--- src/pkg/epw_consts.svh ---
// timing and layout constants for the page write port host
`ifndef EPW_CONSTS_SVH
`define EPW_CONSTS_SVH

`define EPW_CLK_NS          50
`define EPW_CEIL(t_ns)      (((t_ns) + `EPW_CLK_NS - 1) / `EPW_CLK_NS)
`define EPW_FLOOR(t_ns)     ((t_ns) / `EPW_CLK_NS)

`define EPW_ADDR_W          15
`define EPW_PAGE_W          6
`define EPW_PAGE_BYTES      64
`define EPW_POLL_BIT        7
`define EPW_SYNC_CYC        2

`define EPW_T_WP_NS         250
`define EPW_T_ACC_NS        350
`define EPW_T_DF_NS         90
`define EPW_T_BLC_MIN_NS    550
`define EPW_T_BLC_MAX_US    30
`define EPW_T_BL_US         100
`define EPW_T_DW_NS         250
`define EPW_T_WC_MS         15

`define EPW_WP_CYC          `EPW_CEIL(`EPW_T_WP_NS)
`define EPW_RD_CYC          (`EPW_CEIL(`EPW_T_ACC_NS) + `EPW_SYNC_CYC + 1)
`define EPW_DF_CYC          `EPW_CEIL(`EPW_T_DF_NS)
`define EPW_BLC_MIN_CYC     `EPW_CEIL(`EPW_T_BLC_MIN_NS)
`define EPW_BLC_MAX_CYC     `EPW_FLOOR(`EPW_T_BLC_MAX_US * 1000)
`define EPW_HOLD_CYC        (`EPW_BLC_MIN_CYC - `EPW_WP_CYC - 2)
`define EPW_BL_CYC          `EPW_CEIL(`EPW_T_BL_US * 1000)
`define EPW_DW_CYC          `EPW_CEIL(`EPW_T_DW_NS)
`define EPW_WC_CYC          `EPW_FLOOR(`EPW_T_WC_MS * 1000000)

`endif

--- src/pkg/epw_pkg.sv ---
// types shared by the page write port host
package epw_pkg;
  typedef logic [14:0] epw_addr_t;
  typedef logic [7:0]  epw_byte_t;
  typedef logic [5:0]  epw_idx_t;
  typedef logic [18:0] epw_cnt_t;

  typedef enum logic [3:0] {
    EPW_IDLE, EPW_RD, EPW_RD_FLOAT, EPW_FETCH, EPW_SETUP, EPW_PULSE, EPW_HOLD,
    EPW_BL, EPW_DW, EPW_POLL, EPW_POLL_GAP, EPW_FIXED
  } epw_state_t;
endpackage

--- src/pkg/epw_buf_if.sv ---
// page buffer port between controller and buffer memory
interface epw_buf_if;
  logic               we;
  epw_pkg::epw_idx_t  waddr;
  epw_pkg::epw_byte_t wdata;
  epw_pkg::epw_idx_t  raddr;
  epw_pkg::epw_byte_t rdata;

  modport ctrl (output we, output waddr, output wdata, output raddr, input rdata);
  modport mem  (input we, input waddr, input wdata, input raddr, output rdata);
endinterface

--- src/hdl/epw_page_buf.sv ---
// page buffer: one page of bytes, registered read
`include "epw_consts.svh"
module epw_page_buf (
  // clock
  input wire logic core_clk_i,
  // buffer port
  epw_buf_if.mem   bp
);
  import epw_pkg::*;

  epw_byte_t mem_r [`EPW_PAGE_BYTES];

  always_ff @(posedge core_clk_i) begin
    if (bp.we) begin
      mem_r[bp.waddr] <= bp.wdata;
    end
    bp.rdata <= mem_r[bp.raddr];
  end
endmodule

--- src/hdl/epw_ctrl.sv ---
// host controller driving a byte-wide page-write eeprom
`include "epw_consts.svh"
module epw_ctrl #(
  parameter int WC_CYC = `EPW_WC_CYC
) (
  // clock and reset
  input  wire logic               core_clk_i,
  input  wire logic               reset_i,
  // user request
  input  wire logic               req_valid_i,
  input  wire logic               req_write_i,
  input  wire epw_pkg::epw_addr_t req_addr_i,
  input  wire epw_pkg::epw_idx_t  req_last_i,
  input  wire logic               poll_mode_i,
  output logic                    req_ready_o,
  // page buffer fill
  input  wire logic               buf_wr_i,
  input  wire epw_pkg::epw_idx_t  buf_idx_i,
  input  wire epw_pkg::epw_byte_t buf_data_i,
  // user answers
  output logic                    rd_valid_o,
  output epw_pkg::epw_byte_t      rd_data_o,
  output logic                    wr_done_o,
  output logic                    wr_timeout_o,
  // memory pins
  output epw_pkg::epw_addr_t      byte_address_o,
  input  wire epw_pkg::epw_byte_t data_bus_i,
  output epw_pkg::epw_byte_t      data_bus_o,
  output logic                    data_bus_oe_n_o,
  output logic                    ce_n_o,
  output logic                    oe_n_o,
  output logic                    we_n_o,
  output logic                    access_block_n_o,
  input  wire logic               rdy_busy_i
);
  import epw_pkg::*;

  ////////////////////////////////////////////////////////////////////////////////
  // state
  epw_state_t state_r, state_nxt;
  epw_cnt_t   cnt_r, cnt_nxt, prog_cnt_r;
  epw_idx_t   idx_r, last_r;
  epw_addr_t  base_r;
  logic       poll_r, bit7_r, ok_r;
  epw_byte_t  din_s1_r, din_s2_r;
  logic       rb_s1_r, rb_s2_r;

  epw_buf_if u_bif ();

  epw_page_buf u_buf (
    .core_clk_i (core_clk_i),
    .bp         (u_bif.mem)
  );

  assign u_bif.we    = buf_wr_i;
  assign u_bif.waddr = buf_idx_i;
  assign u_bif.wdata = buf_data_i;
  assign u_bif.raddr = idx_r;

  ////////////////////////////////////////////////////////////////////////////////
  // decode
  wire cnt_zero  = (cnt_r == '0);
  wire take      = (state_r == EPW_IDLE) && req_valid_i;
  wire last_byte = (idx_r == last_r);
  // a poll passes only when the true bit seven reads back and the busy pin has let go
  wire poll_ok   = (din_s2_r[`EPW_POLL_BIT] == bit7_r) && rb_s2_r;
  wire timed_out = (prog_cnt_r >= epw_cnt_t'(WC_CYC - 1));
  wire fin       = ((state_r == EPW_POLL_GAP) && cnt_zero && (ok_r || timed_out)) ||
                   ((state_r == EPW_FIXED) && timed_out);
  wire in_prog   = state_r inside {EPW_DW, EPW_POLL, EPW_POLL_GAP, EPW_FIXED};

  wire ce_n_nxt  = !(state_nxt inside {EPW_RD, EPW_SETUP, EPW_PULSE, EPW_POLL});
  wire oe_n_nxt  = !(state_nxt inside {EPW_RD, EPW_POLL});
  wire we_n_nxt  = (state_nxt != EPW_PULSE);
  wire doe_n_nxt = !(state_nxt inside {EPW_PULSE, EPW_HOLD});

  always_comb begin
    state_nxt = state_r;
    cnt_nxt   = cnt_zero ? cnt_r : cnt_r - 1'b1;
    unique case (state_r)
      EPW_IDLE: if (req_valid_i) begin
        state_nxt = req_write_i ? EPW_FETCH : EPW_RD;
        cnt_nxt   = epw_cnt_t'(`EPW_RD_CYC - 1);
      end
      EPW_RD: if (cnt_zero) begin
        state_nxt = EPW_RD_FLOAT;
        cnt_nxt   = epw_cnt_t'(`EPW_DF_CYC - 1);
      end
      EPW_RD_FLOAT: if (cnt_zero) state_nxt = EPW_IDLE;
      EPW_FETCH: state_nxt = EPW_SETUP;
      EPW_SETUP: begin
        state_nxt = EPW_PULSE;
        cnt_nxt   = epw_cnt_t'(`EPW_WP_CYC - 1);
      end
      EPW_PULSE: if (cnt_zero) begin
        state_nxt = EPW_HOLD;
        cnt_nxt   = epw_cnt_t'(`EPW_HOLD_CYC - 1);
      end
      EPW_HOLD: if (cnt_zero) begin
        // next load follows at once, far inside the load spacing limit
        state_nxt = last_byte ? EPW_BL : EPW_FETCH;
        cnt_nxt   = epw_cnt_t'(`EPW_BL_CYC - 1);
      end
      EPW_BL: if (cnt_zero) begin
        state_nxt = poll_r ? EPW_DW : EPW_FIXED;
        cnt_nxt   = epw_cnt_t'(`EPW_DW_CYC - 1);
      end
      EPW_DW: if (cnt_zero) begin
        state_nxt = EPW_POLL;
        cnt_nxt   = epw_cnt_t'(`EPW_RD_CYC - 1);
      end
      EPW_POLL: if (cnt_zero) begin
        state_nxt = EPW_POLL_GAP;
        cnt_nxt   = epw_cnt_t'(`EPW_DF_CYC - 1);
      end
      EPW_POLL_GAP: if (cnt_zero) begin
        state_nxt = (ok_r || timed_out) ? EPW_IDLE : EPW_POLL;
        cnt_nxt   = epw_cnt_t'(`EPW_RD_CYC - 1);
      end
      EPW_FIXED: if (timed_out) state_nxt = EPW_IDLE;
      default: state_nxt = EPW_IDLE;
    endcase
  end

  ////////////////////////////////////////////////////////////////////////////////
  // registers
  always_ff @(posedge core_clk_i) begin
    din_s1_r <= data_bus_i;
    din_s2_r <= din_s1_r;
    rb_s1_r  <= rdy_busy_i;
    rb_s2_r  <= rb_s1_r;
  end

  always_ff @(posedge core_clk_i) begin
    if (reset_i) begin
      state_r <= EPW_IDLE;
      cnt_r   <= '0;
    end else begin
      state_r <= state_nxt;
      cnt_r   <= cnt_nxt;
    end
  end

  always_ff @(posedge core_clk_i) begin
    if (reset_i) begin
      ce_n_o           <= 1'b1;
      oe_n_o           <= 1'b1;
      we_n_o           <= 1'b1;
      data_bus_oe_n_o  <= 1'b1;
      // held low through reset so power ramps cannot program the array
      access_block_n_o <= 1'b0;
      req_ready_o      <= 1'b0;
    end else begin
      ce_n_o           <= ce_n_nxt;
      oe_n_o           <= oe_n_nxt;
      we_n_o           <= we_n_nxt;
      data_bus_oe_n_o  <= doe_n_nxt;
      access_block_n_o <= 1'b1;
      req_ready_o      <= (state_nxt == EPW_IDLE);
    end
  end

  always_ff @(posedge core_clk_i) begin
    if (reset_i) begin
      idx_r <= '0; last_r <= '0; base_r <= '0; poll_r <= 1'b0;
      bit7_r <= 1'b0; ok_r <= 1'b0; prog_cnt_r <= '0;
      byte_address_o <= '0; data_bus_o <= '0; rd_data_o <= '0;
      rd_valid_o <= 1'b0; wr_done_o <= 1'b0; wr_timeout_o <= 1'b0;
    end else begin
      rd_valid_o <= (state_r == EPW_RD) && cnt_zero;
      wr_done_o  <= fin;
      if (take) begin
        base_r         <= req_addr_i;
        last_r         <= req_last_i;
        poll_r         <= poll_mode_i;
        idx_r          <= '0;
        byte_address_o <= req_addr_i;
      end
      if (state_r == EPW_RD && cnt_zero) rd_data_o <= din_s2_r;
      // bytes land at page base plus index, never leaving the page
      if (state_r == EPW_FETCH) byte_address_o <= {base_r[14:6], idx_r};
      if (state_r == EPW_SETUP) data_bus_o <= u_bif.rdata;
      if (state_r == EPW_PULSE) bit7_r <= data_bus_o[`EPW_POLL_BIT];
      if (state_r == EPW_HOLD && cnt_zero && !last_byte) idx_r <= idx_r + 1'b1;
      prog_cnt_r <= in_prog ? prog_cnt_r + 1'b1 : '0;
      if (state_r == EPW_POLL && cnt_zero) ok_r <= poll_ok;
      if (state_r == EPW_BL) ok_r <= 1'b0;
      if (fin) wr_timeout_o <= !ok_r;
    end
  end

  ////////////////////////////////////////////////////////////////////////////////
  // checks
  localparam int BLC_MAX = `EPW_BLC_MAX_CYC;
  localparam int DW_MIN  = `EPW_DW_CYC;
  epw_cnt_t gap_r;
  logic     first_r;

  always_ff @(posedge core_clk_i) begin
    if (reset_i || take) begin
      gap_r   <= '0;
      first_r <= 1'b1;
    end else if (!ce_n_nxt && !we_n_nxt && we_n_o) begin
      gap_r   <= '0;
      first_r <= 1'b0;
    end else begin
      gap_r   <= gap_r + 1'b1;
    end
  end

  property p_load_spacing;
    @(posedge core_clk_i) disable iff (reset_i)
      ($fell(we_n_o) && !$past(first_r)) |-> ($past(gap_r) < epw_cnt_t'(BLC_MAX));
  endproperty
  a_load_spacing: assert property (p_load_spacing)
    else $error("byte load started too late after previous strobe");

  property p_fixed_wait;
    @(posedge core_clk_i) disable iff (reset_i)
      ($rose(wr_done_o) && !poll_r) |-> ($past(prog_cnt_r) >= epw_cnt_t'(WC_CYC - 1));
  endproperty
  a_fixed_wait: assert property (p_fixed_wait)
    else $error("write finished before full cycle time");

  property p_poll_start;
    @(posedge core_clk_i) disable iff (reset_i)
      ($fell(oe_n_o) && poll_r && in_prog) |-> (prog_cnt_r >= epw_cnt_t'(DW_MIN));
  endproperty
  a_poll_start: assert property (p_poll_start)
    else $error("poll read began before write start time");

  property p_block_high;
    @(posedge core_clk_i) disable iff (reset_i)
      (!ce_n_o || !we_n_o || !oe_n_o) |-> access_block_n_o;
  endproperty
  a_block_high: assert property (p_block_high)
    else $error("access attempted while access block low");

  property p_block_reset;
    @(posedge core_clk_i) reset_i |=> (!access_block_n_o && ce_n_o && we_n_o);
  endproperty
  a_block_reset: assert property (p_block_reset)
    else $error("access block not low after reset");

  property p_we_width;
    @(posedge core_clk_i) disable iff (reset_i)
      $fell(we_n_o) |-> (!we_n_o && !data_bus_oe_n_o && !ce_n_o)[*5];
  endproperty
  a_we_width: assert property (p_we_width)
    else $error("write strobe shorter than minimum");

  property p_no_fight;
    @(posedge core_clk_i) disable iff (reset_i)
      !oe_n_o |-> (data_bus_oe_n_o && we_n_o);
  endproperty
  a_no_fight: assert property (p_no_fight)
    else $error("host drives bus while device output enabled");

  c_read:    cover property (@(posedge core_clk_i) disable iff (reset_i) rd_valid_o);
  c_poll:    cover property (@(posedge core_clk_i) disable iff (reset_i)
                             wr_done_o && poll_r && !wr_timeout_o);
  c_fixed:   cover property (@(posedge core_clk_i) disable iff (reset_i)
                             wr_done_o && !poll_r);
  c_timeout: cover property (@(posedge core_clk_i) disable iff (reset_i)
                             wr_done_o && wr_timeout_o);
endmodule

--- config.mk ---
export PLATFORM = sky130hd
export DESIGN_NAME = epw_ctrl
export DESIGN_NICKNAME = d
export VERILOG_FILES = /design/src/pkg/epw_pkg.sv /design/src/pkg/epw_buf_if.sv /design/src/hdl/epw_page_buf.sv /design/src/hdl/epw_ctrl.sv
export VERILOG_INCLUDE_DIRS = /design/src /design/src/pkg
export SDC_FILE = /design/constraint.sdc
export NUM_CORES = 1
export LEC_CHECK = 0
export BUFFER_PORTS_ARGS = -buffer_cell sky130_fd_sc_hd__buf_2
export CORE_UTILIZATION = 35
export CTS_CLUSTER_SIZE = 12
export DETAILED_ROUTE_END_ITERATION = 6
export SYNTH_ARGS = -nofsm -noshare
export SYNTH_HDL_FRONTEND = slang
export SYNTH_HIERARCHICAL = 1
export SYNTH_SLANG_ARGS = --single-unit
export TNS_END_PERCENT = 30
--- constraint.sdc ---
create_clock -name core_clk_i -period 2.8 [get_ports core_clk_i]
set_clock_uncertainty 0.1 [all_clocks]
set_input_delay 0.84 -clock core_clk_i [delete_from_list [all_inputs] [get_ports core_clk_i]]
set_output_delay 0.84 -clock core_clk_i [all_outputs]
set_load 0.02 [all_outputs]
* Yosys cells after proc, flatten, opt, wreduce, memory -nomap -nowiden
Memories as Yosys holds them, arrays and structs flattened. A register that Yosys moved wholly into a read port is not among the register bits. Cells that the tools add are included.
Word-level totals: input bits 50, register bits after elaboration 130, memory bits (writable) 512, word-level logic and storage cells 109, output and inout bits 40, memories kept 1
Memories:
- u_buf.mem_r | depth 64, width 8, read ports 1, clocked after memory_dff 1, write ports 1, RTL line epw_page_buf.sv:11 | epw_byte_t mem_r [`EPW_PAGE_BYTES];
Cells by class: bitwise gates (word level) 1, reduce and logical (&&, ||, !) cells 29, mux-type cells 30, eq/ne operators 19, $lt $le $gt $ge 1, $add $sub $neg 3
Operators by type and width (count):
- $mux W19 | 7
- $pmux W19 S7 | 1
- $pmux W4 S12 | 1
- $mux W4 | 11
- $mux W15 | 2
- $eq A4 B3 Y1 const B | 7
- $eq A4 B4 Y1 const B | 5
- $add A19 B1 Y19 const B | 1
- $ge A19 B19 Y1 const B | 1
- $logic_not A19 Y1 | 1
- $sub A19 B1 Y19 const B | 1
- $mux W6 | 2
- $logic_and A1 B1 Y1 | 9
- $eq A4 B1 Y1 const B | 2
- $eq A4 B2 Y1 const B | 2
- $logic_not A4 Y1 | 2
- $reduce_bool A2 Y1 | 4
- $reduce_bool A4 Y1 | 2
- $reduce_or A2 Y1 | 4
- $add A6 B1 Y6 const B | 1
- $eq A6 B6 Y1 | 1
- $logic_not A1 Y1 | 5
- $mux W2 | 2
- $ne A4 B3 Y1 const B | 1
- 5 further kinds | 8

* Longest topological paths before layout
depth after elaboration 8, depth in mapped cells 13, gate-level depth less buffers 10

* By module
Netlist, hierarchy kept.
Modules (own cells, without submodules):
- epw_page_buf | area an instance 20166.8 µm², cells an instance 940, seq. area each 15534.9 µm², instances 1
- epw_ctrl | area an instance 5106.1 µm², cells an instance 615, seq. area each 2482.4 µm², instances 1

* Worst setup path before layout
No wires, ideal clock.
kind reg2reg, start point reg cnt_r[13], end point reg oe_n_o, path slack 0.199 ns, library setup time 0.124 ns, data required time 2.576 ns, path buffers 1, arrival 2.377 ns, clock period less this slack 2.601 ns, stages on the path, launching flop included 9, cells stage by stage dfxtp_1 -> or4_1 -> or4_1 -> buf_6 -> o311a_1 -> a2111oi_2 -> o31ai_1 -> nor2_1 -> nand3_1
Between the ends: longest elaborated chain between the ends 6, elaborated cells between the ends (all ways) 14, classes of those cells 2 x eq/ne; 9 x mux; 3 x reduce/logical
RTL lines:
- start, declared | RTL line epw_ctrl.sv:41 | epw_cnt_t cnt_r, cnt_nxt, prog_cnt_r;
- start signal, assigned | RTL line epw_ctrl.sv:140 | cnt_r <= cnt_nxt;
- $logic_not A19 Y1 (*) | RTL line epw_ctrl.sv:62 | wire cnt_zero = (cnt_r == '0);
- $mux W4, or another cell as far along | RTL line epw_ctrl.sv:116 | EPW_POLL_GAP: if (cnt_zero) begin
- $pmux W4 S12 (*) | RTL line epw_ctrl.sv:80 | unique case (state_r)
- $eq A4 B1 Y1 / $eq A4 B4 Y1 (equally long branches) | RTL line epw_ctrl.sv:73 | wire oe_n_nxt = !(state_nxt inside {EPW_RD, EPW_POLL});
- $reduce_bool A2 Y1 (*) | RTL line epw_ctrl.sv:73
- $logic_not A1 Y1 (*) | RTL line epw_ctrl.sv:73
- end signal, assigned | RTL line epw_ctrl.sv:155 | oe_n_o <= oe_n_nxt;
- end, declared | RTL line epw_ctrl.sv:31 | output logic oe_n_o,
Mark *: on every way between the ends. The rest lies on a longest branch, timed or not. A chain may end at the register's enable or synchronous reset.

* Worst setup path in the final report
Same ends and word-level chain as after synthesis.

==> results.yml <==
setup_path:
  ff2ff_path_depth: 8
  cp_max_fo: 9
  slowest_delay_ns: 0.53
  crit_chain: "or4_4 -> or4_4 -> buf_6 -> o311a_1 -> a2111oi_4 -> o31ai_4 -> nor2_2 -> nand3_1"
  r2r_slack_ns: 0.07
  critical_path_class: "reg2reg"
  start_kind: "flop"
  crit_buf_inv: 1
  cpLargestDelayFamily: "simple AND/OR/NAND/NOR gates"
  worstPathArrival_ns: 3.08
  crit_required_ns: 3.15
  cp_common_cell: "or4_4"
  endpoint: "oe_n_o$_SDFF_PP1_"
  crit_path_start: "cnt_r[13]$_SDFF_PP0_"
  endpoint_kind: "flop"
  cp.depth: 8
  cp_slowest_cell: "or4_4"
  worstReg2RegEnd: "oe_n_o$_SDFF_PP1_"
  worstReg2RegStart: "cnt_r[13]$_SDFF_PP0_"
cts:
  cts_tree: "done"
  htree_num_levels: 3
  root_buffer: "clkbuf_16"
  clk_pin_slew_ns: 0.06
  post_cts_buffers: 0
  clockBufferDepth: 3
  clock_latency_ns: 0.60
  numCtsBuffers: 69
  clock-sinks: 644
run:
  max_cap_viol_count: 0
synth:
  syn_nets: 1610
  yosys.area.top_type: "edfxtp_1"
  netlist_area_um2: 25300
  synth.area.top_cells: "edfxtp_1 61%, mux4_2 11%, dfxtp_1 10%"
  synth-seq-cells: 644
  synth_edf_count: 512
  yosys.cell_types.count: 68
  syn_inst: 1555
  synth_warnings: 6
  async_flop_share_pct: 0
  synth_seq_area_share_pct: 71.3
  synth_ff_type: "edfxtp_1"
  syn_area_per_cell_um2: 16.3
  synth_top_area_share_pct: 60.8
routing:
  wirelength_um: 59400
  routed_via_density: 5.24
  drt-initial-drc-count: 1343
  vias: 14600
  routedWlPerCell_um: 21.4
  firstDrtPassIters: 5
  drc: 0
  ant_nets: 0
floorplanning:
  core-area_um2: 71500
  die_w_um: 271
  floorplan.initialDensity_pct: 35.4
  die-area_um2: 73300
  io_pins: 90
  num_rows: 98
  die_h_um: 271
place:
  gp_congestion: 0.835
  pre_cts_ws_ns: -0.223
  io_buffer_count: 89
  hpwl_um: 38800
global_routing:
  grt_pass1_wl_um: 90800
  track_usage_pct: 16.3
  grt_max_degree: 65
  antenna_found_initial: 5
  first_global_vias: 14700
  grt-ovfl-total: 0
sta:
  fmax_mhz: 367
  whs_ns: 0.225
  rsz0062_at_grt: "true"
  fin_crit_ns: 2.73
  final.period_utilization_pct: 97.4
  maxSlewViolCount: 0
  worst_pin_slew_ns: 1.08
  setup_slack_ns: 0.0715
  setup_viol: 0
  final_hold_viol_count: 0
  slew_headroom_pct: 27.6
power_and_ir_drop:
  p_leak_uw: 0.00974
  p_per_area_nw_per_um2: 722
  ir_drop_mv: 0.482
status:
  status: "finished, final reports clean"
cells_and_area:
  drive_above_1_share_pct: 27.0
  area_growth_pct: 18.4
  nets: 1836
hold_path:
  hold_class: "reg2reg"
cell families after synthesis:
group,synth area share (%)
simple gates,8.09
xor+xnor,1.18
flops,71.3
buf+inv,2.02
compound gates,4.33
fa+ha+maj,0.248
mux,12.8
Yosys cell counts, drive strengths merged (20+ instances only):
| master | count |
|---|---|
| a21oi | 59 |
| nand3 | 29 |
| nor2 | 151 |
| mux4 | 126 |
| nand2 | 150 |
| xor2 | 24 |
| o21ai | 20 |
| dfxtp | 132 |
| mux2i | 26 |
| clkbuf | 39 |
| buf | 44 |
| nor3 | 26 |
| edfxtp | 512 |
cell type report:
cell class	instances	area (um^2)
Multi-Input combinational cell	816	6810
Inverter	12	45.0
Tap cell	950	1190
Fill cell	6377	41600
Clock buffer	101	1970
Timing Repair Buffer	238	1700
Clock inverter	17	178
Sequential cell	644	18000
Antenna cell	2	5.00
how the worst min path moves through the flow:
stage | from | to | slack (ns) | cells past startpoint
3_5_place_dp | din_s1_r[1]$_DFF_P_ | din_s2_r[1]$_DFF_P_ | 0.21 | 0
6_report | din_s1_r[3]$_DFF_P_ | din_s2_r[3]$_DFF_P_ | 0.22 | 0
5_1_grt | data_bus_i[0] | din_s1_r[0]$_DFF_P_ | 0.21 | 1
3_3_place_gp | din_s1_r[0]$_DFF_P_ | din_s2_r[0]$_DFF_P_ | 0.21 | 0
2_1_floorplan | din_s1_r[0]$_DFF_P_ | din_s2_r[0]$_DFF_P_ | 0.21 | 0
4_1_cts | data_bus_i[2] | din_s1_r[2]$_DFF_P_ | 0.21 | 1
routing by layer:
metal | track usage (%) | part of all wire, % | vias to the layer above
met5 | 0 | 0.057 | -
li1 | - | - | 6507
met2 | 25.1 | 46 | 519
met4 | 4.22 | 2.3 | 6
met1 | 23.1 | 44 | 7433
met3 | 4.03 | 7.7 | 115
cells in the final DEF, fill, tap and decap left out, drive strengths merged, types with 29 or more instances in the layout:
master / instances
edfxtp: 512
nand3: 29
nor2: 151
buf: 238
a21oi: 59
mux4: 126
clkbuf: 101
nand2: 150
dfxtp: 132
state kept, by name (all words and copies together) (netlist names), 4 cells and up:
register,flops
data_bus_o,8
byte_address_o,15
last_r,6
cnt_r,19
base_r,9
prog_cnt_r,19
din_s1_r,8
idx_r,6
state_r,4
u_buf/bp.rdata,8
din_s2_r,8
u_buf/mem_r,512
rd_data_o,8
power by group:
| part | leakage [uW] | switching [uW] | internal (uW) | total (uW) |
|---|---|---|---|---|
| Clock | 0.00105 | 3580 | 5150 | 8740 |
| Combinational | 0.00300 | 1330 | 786 | 2120 |
| Sequential | 0.00569 | 173 | 10600 | 10800 |
| Total | 0.00974 | 5090 | 16500 | 21600 |
per-stage QoR:
| stage | setup TNS, ns | instances | utilization (%) | total power [uW] | instance area [um^2] |
|---|---|---|---|---|---|
| finish | 0 | 2780 | 41.9 | 21600 | 29900 |
| global route | -0.162 | 2780 | 41.9 | 22400 | 29900 |
| CTS | -0.0172 | 2778 | 41.8 | 21800 | 29900 |
| detailed placement | -0.357 | 2660 | 38.7 | 13000 | 27700 |
| global placement | -0.166 | 2660 | 38.7 | 12900 | 27700 |
| floorplan | 0 | 1555 | - | 12300 | 25300 |
what timing repair did:
action	in CTS	in global routing
endpoints found under the setup margin	4	19
hold buffers	0	0
pin swaps	0	2
gates resized for setup	4	11
No activity file was read; power rests on OpenSTA's default activity.
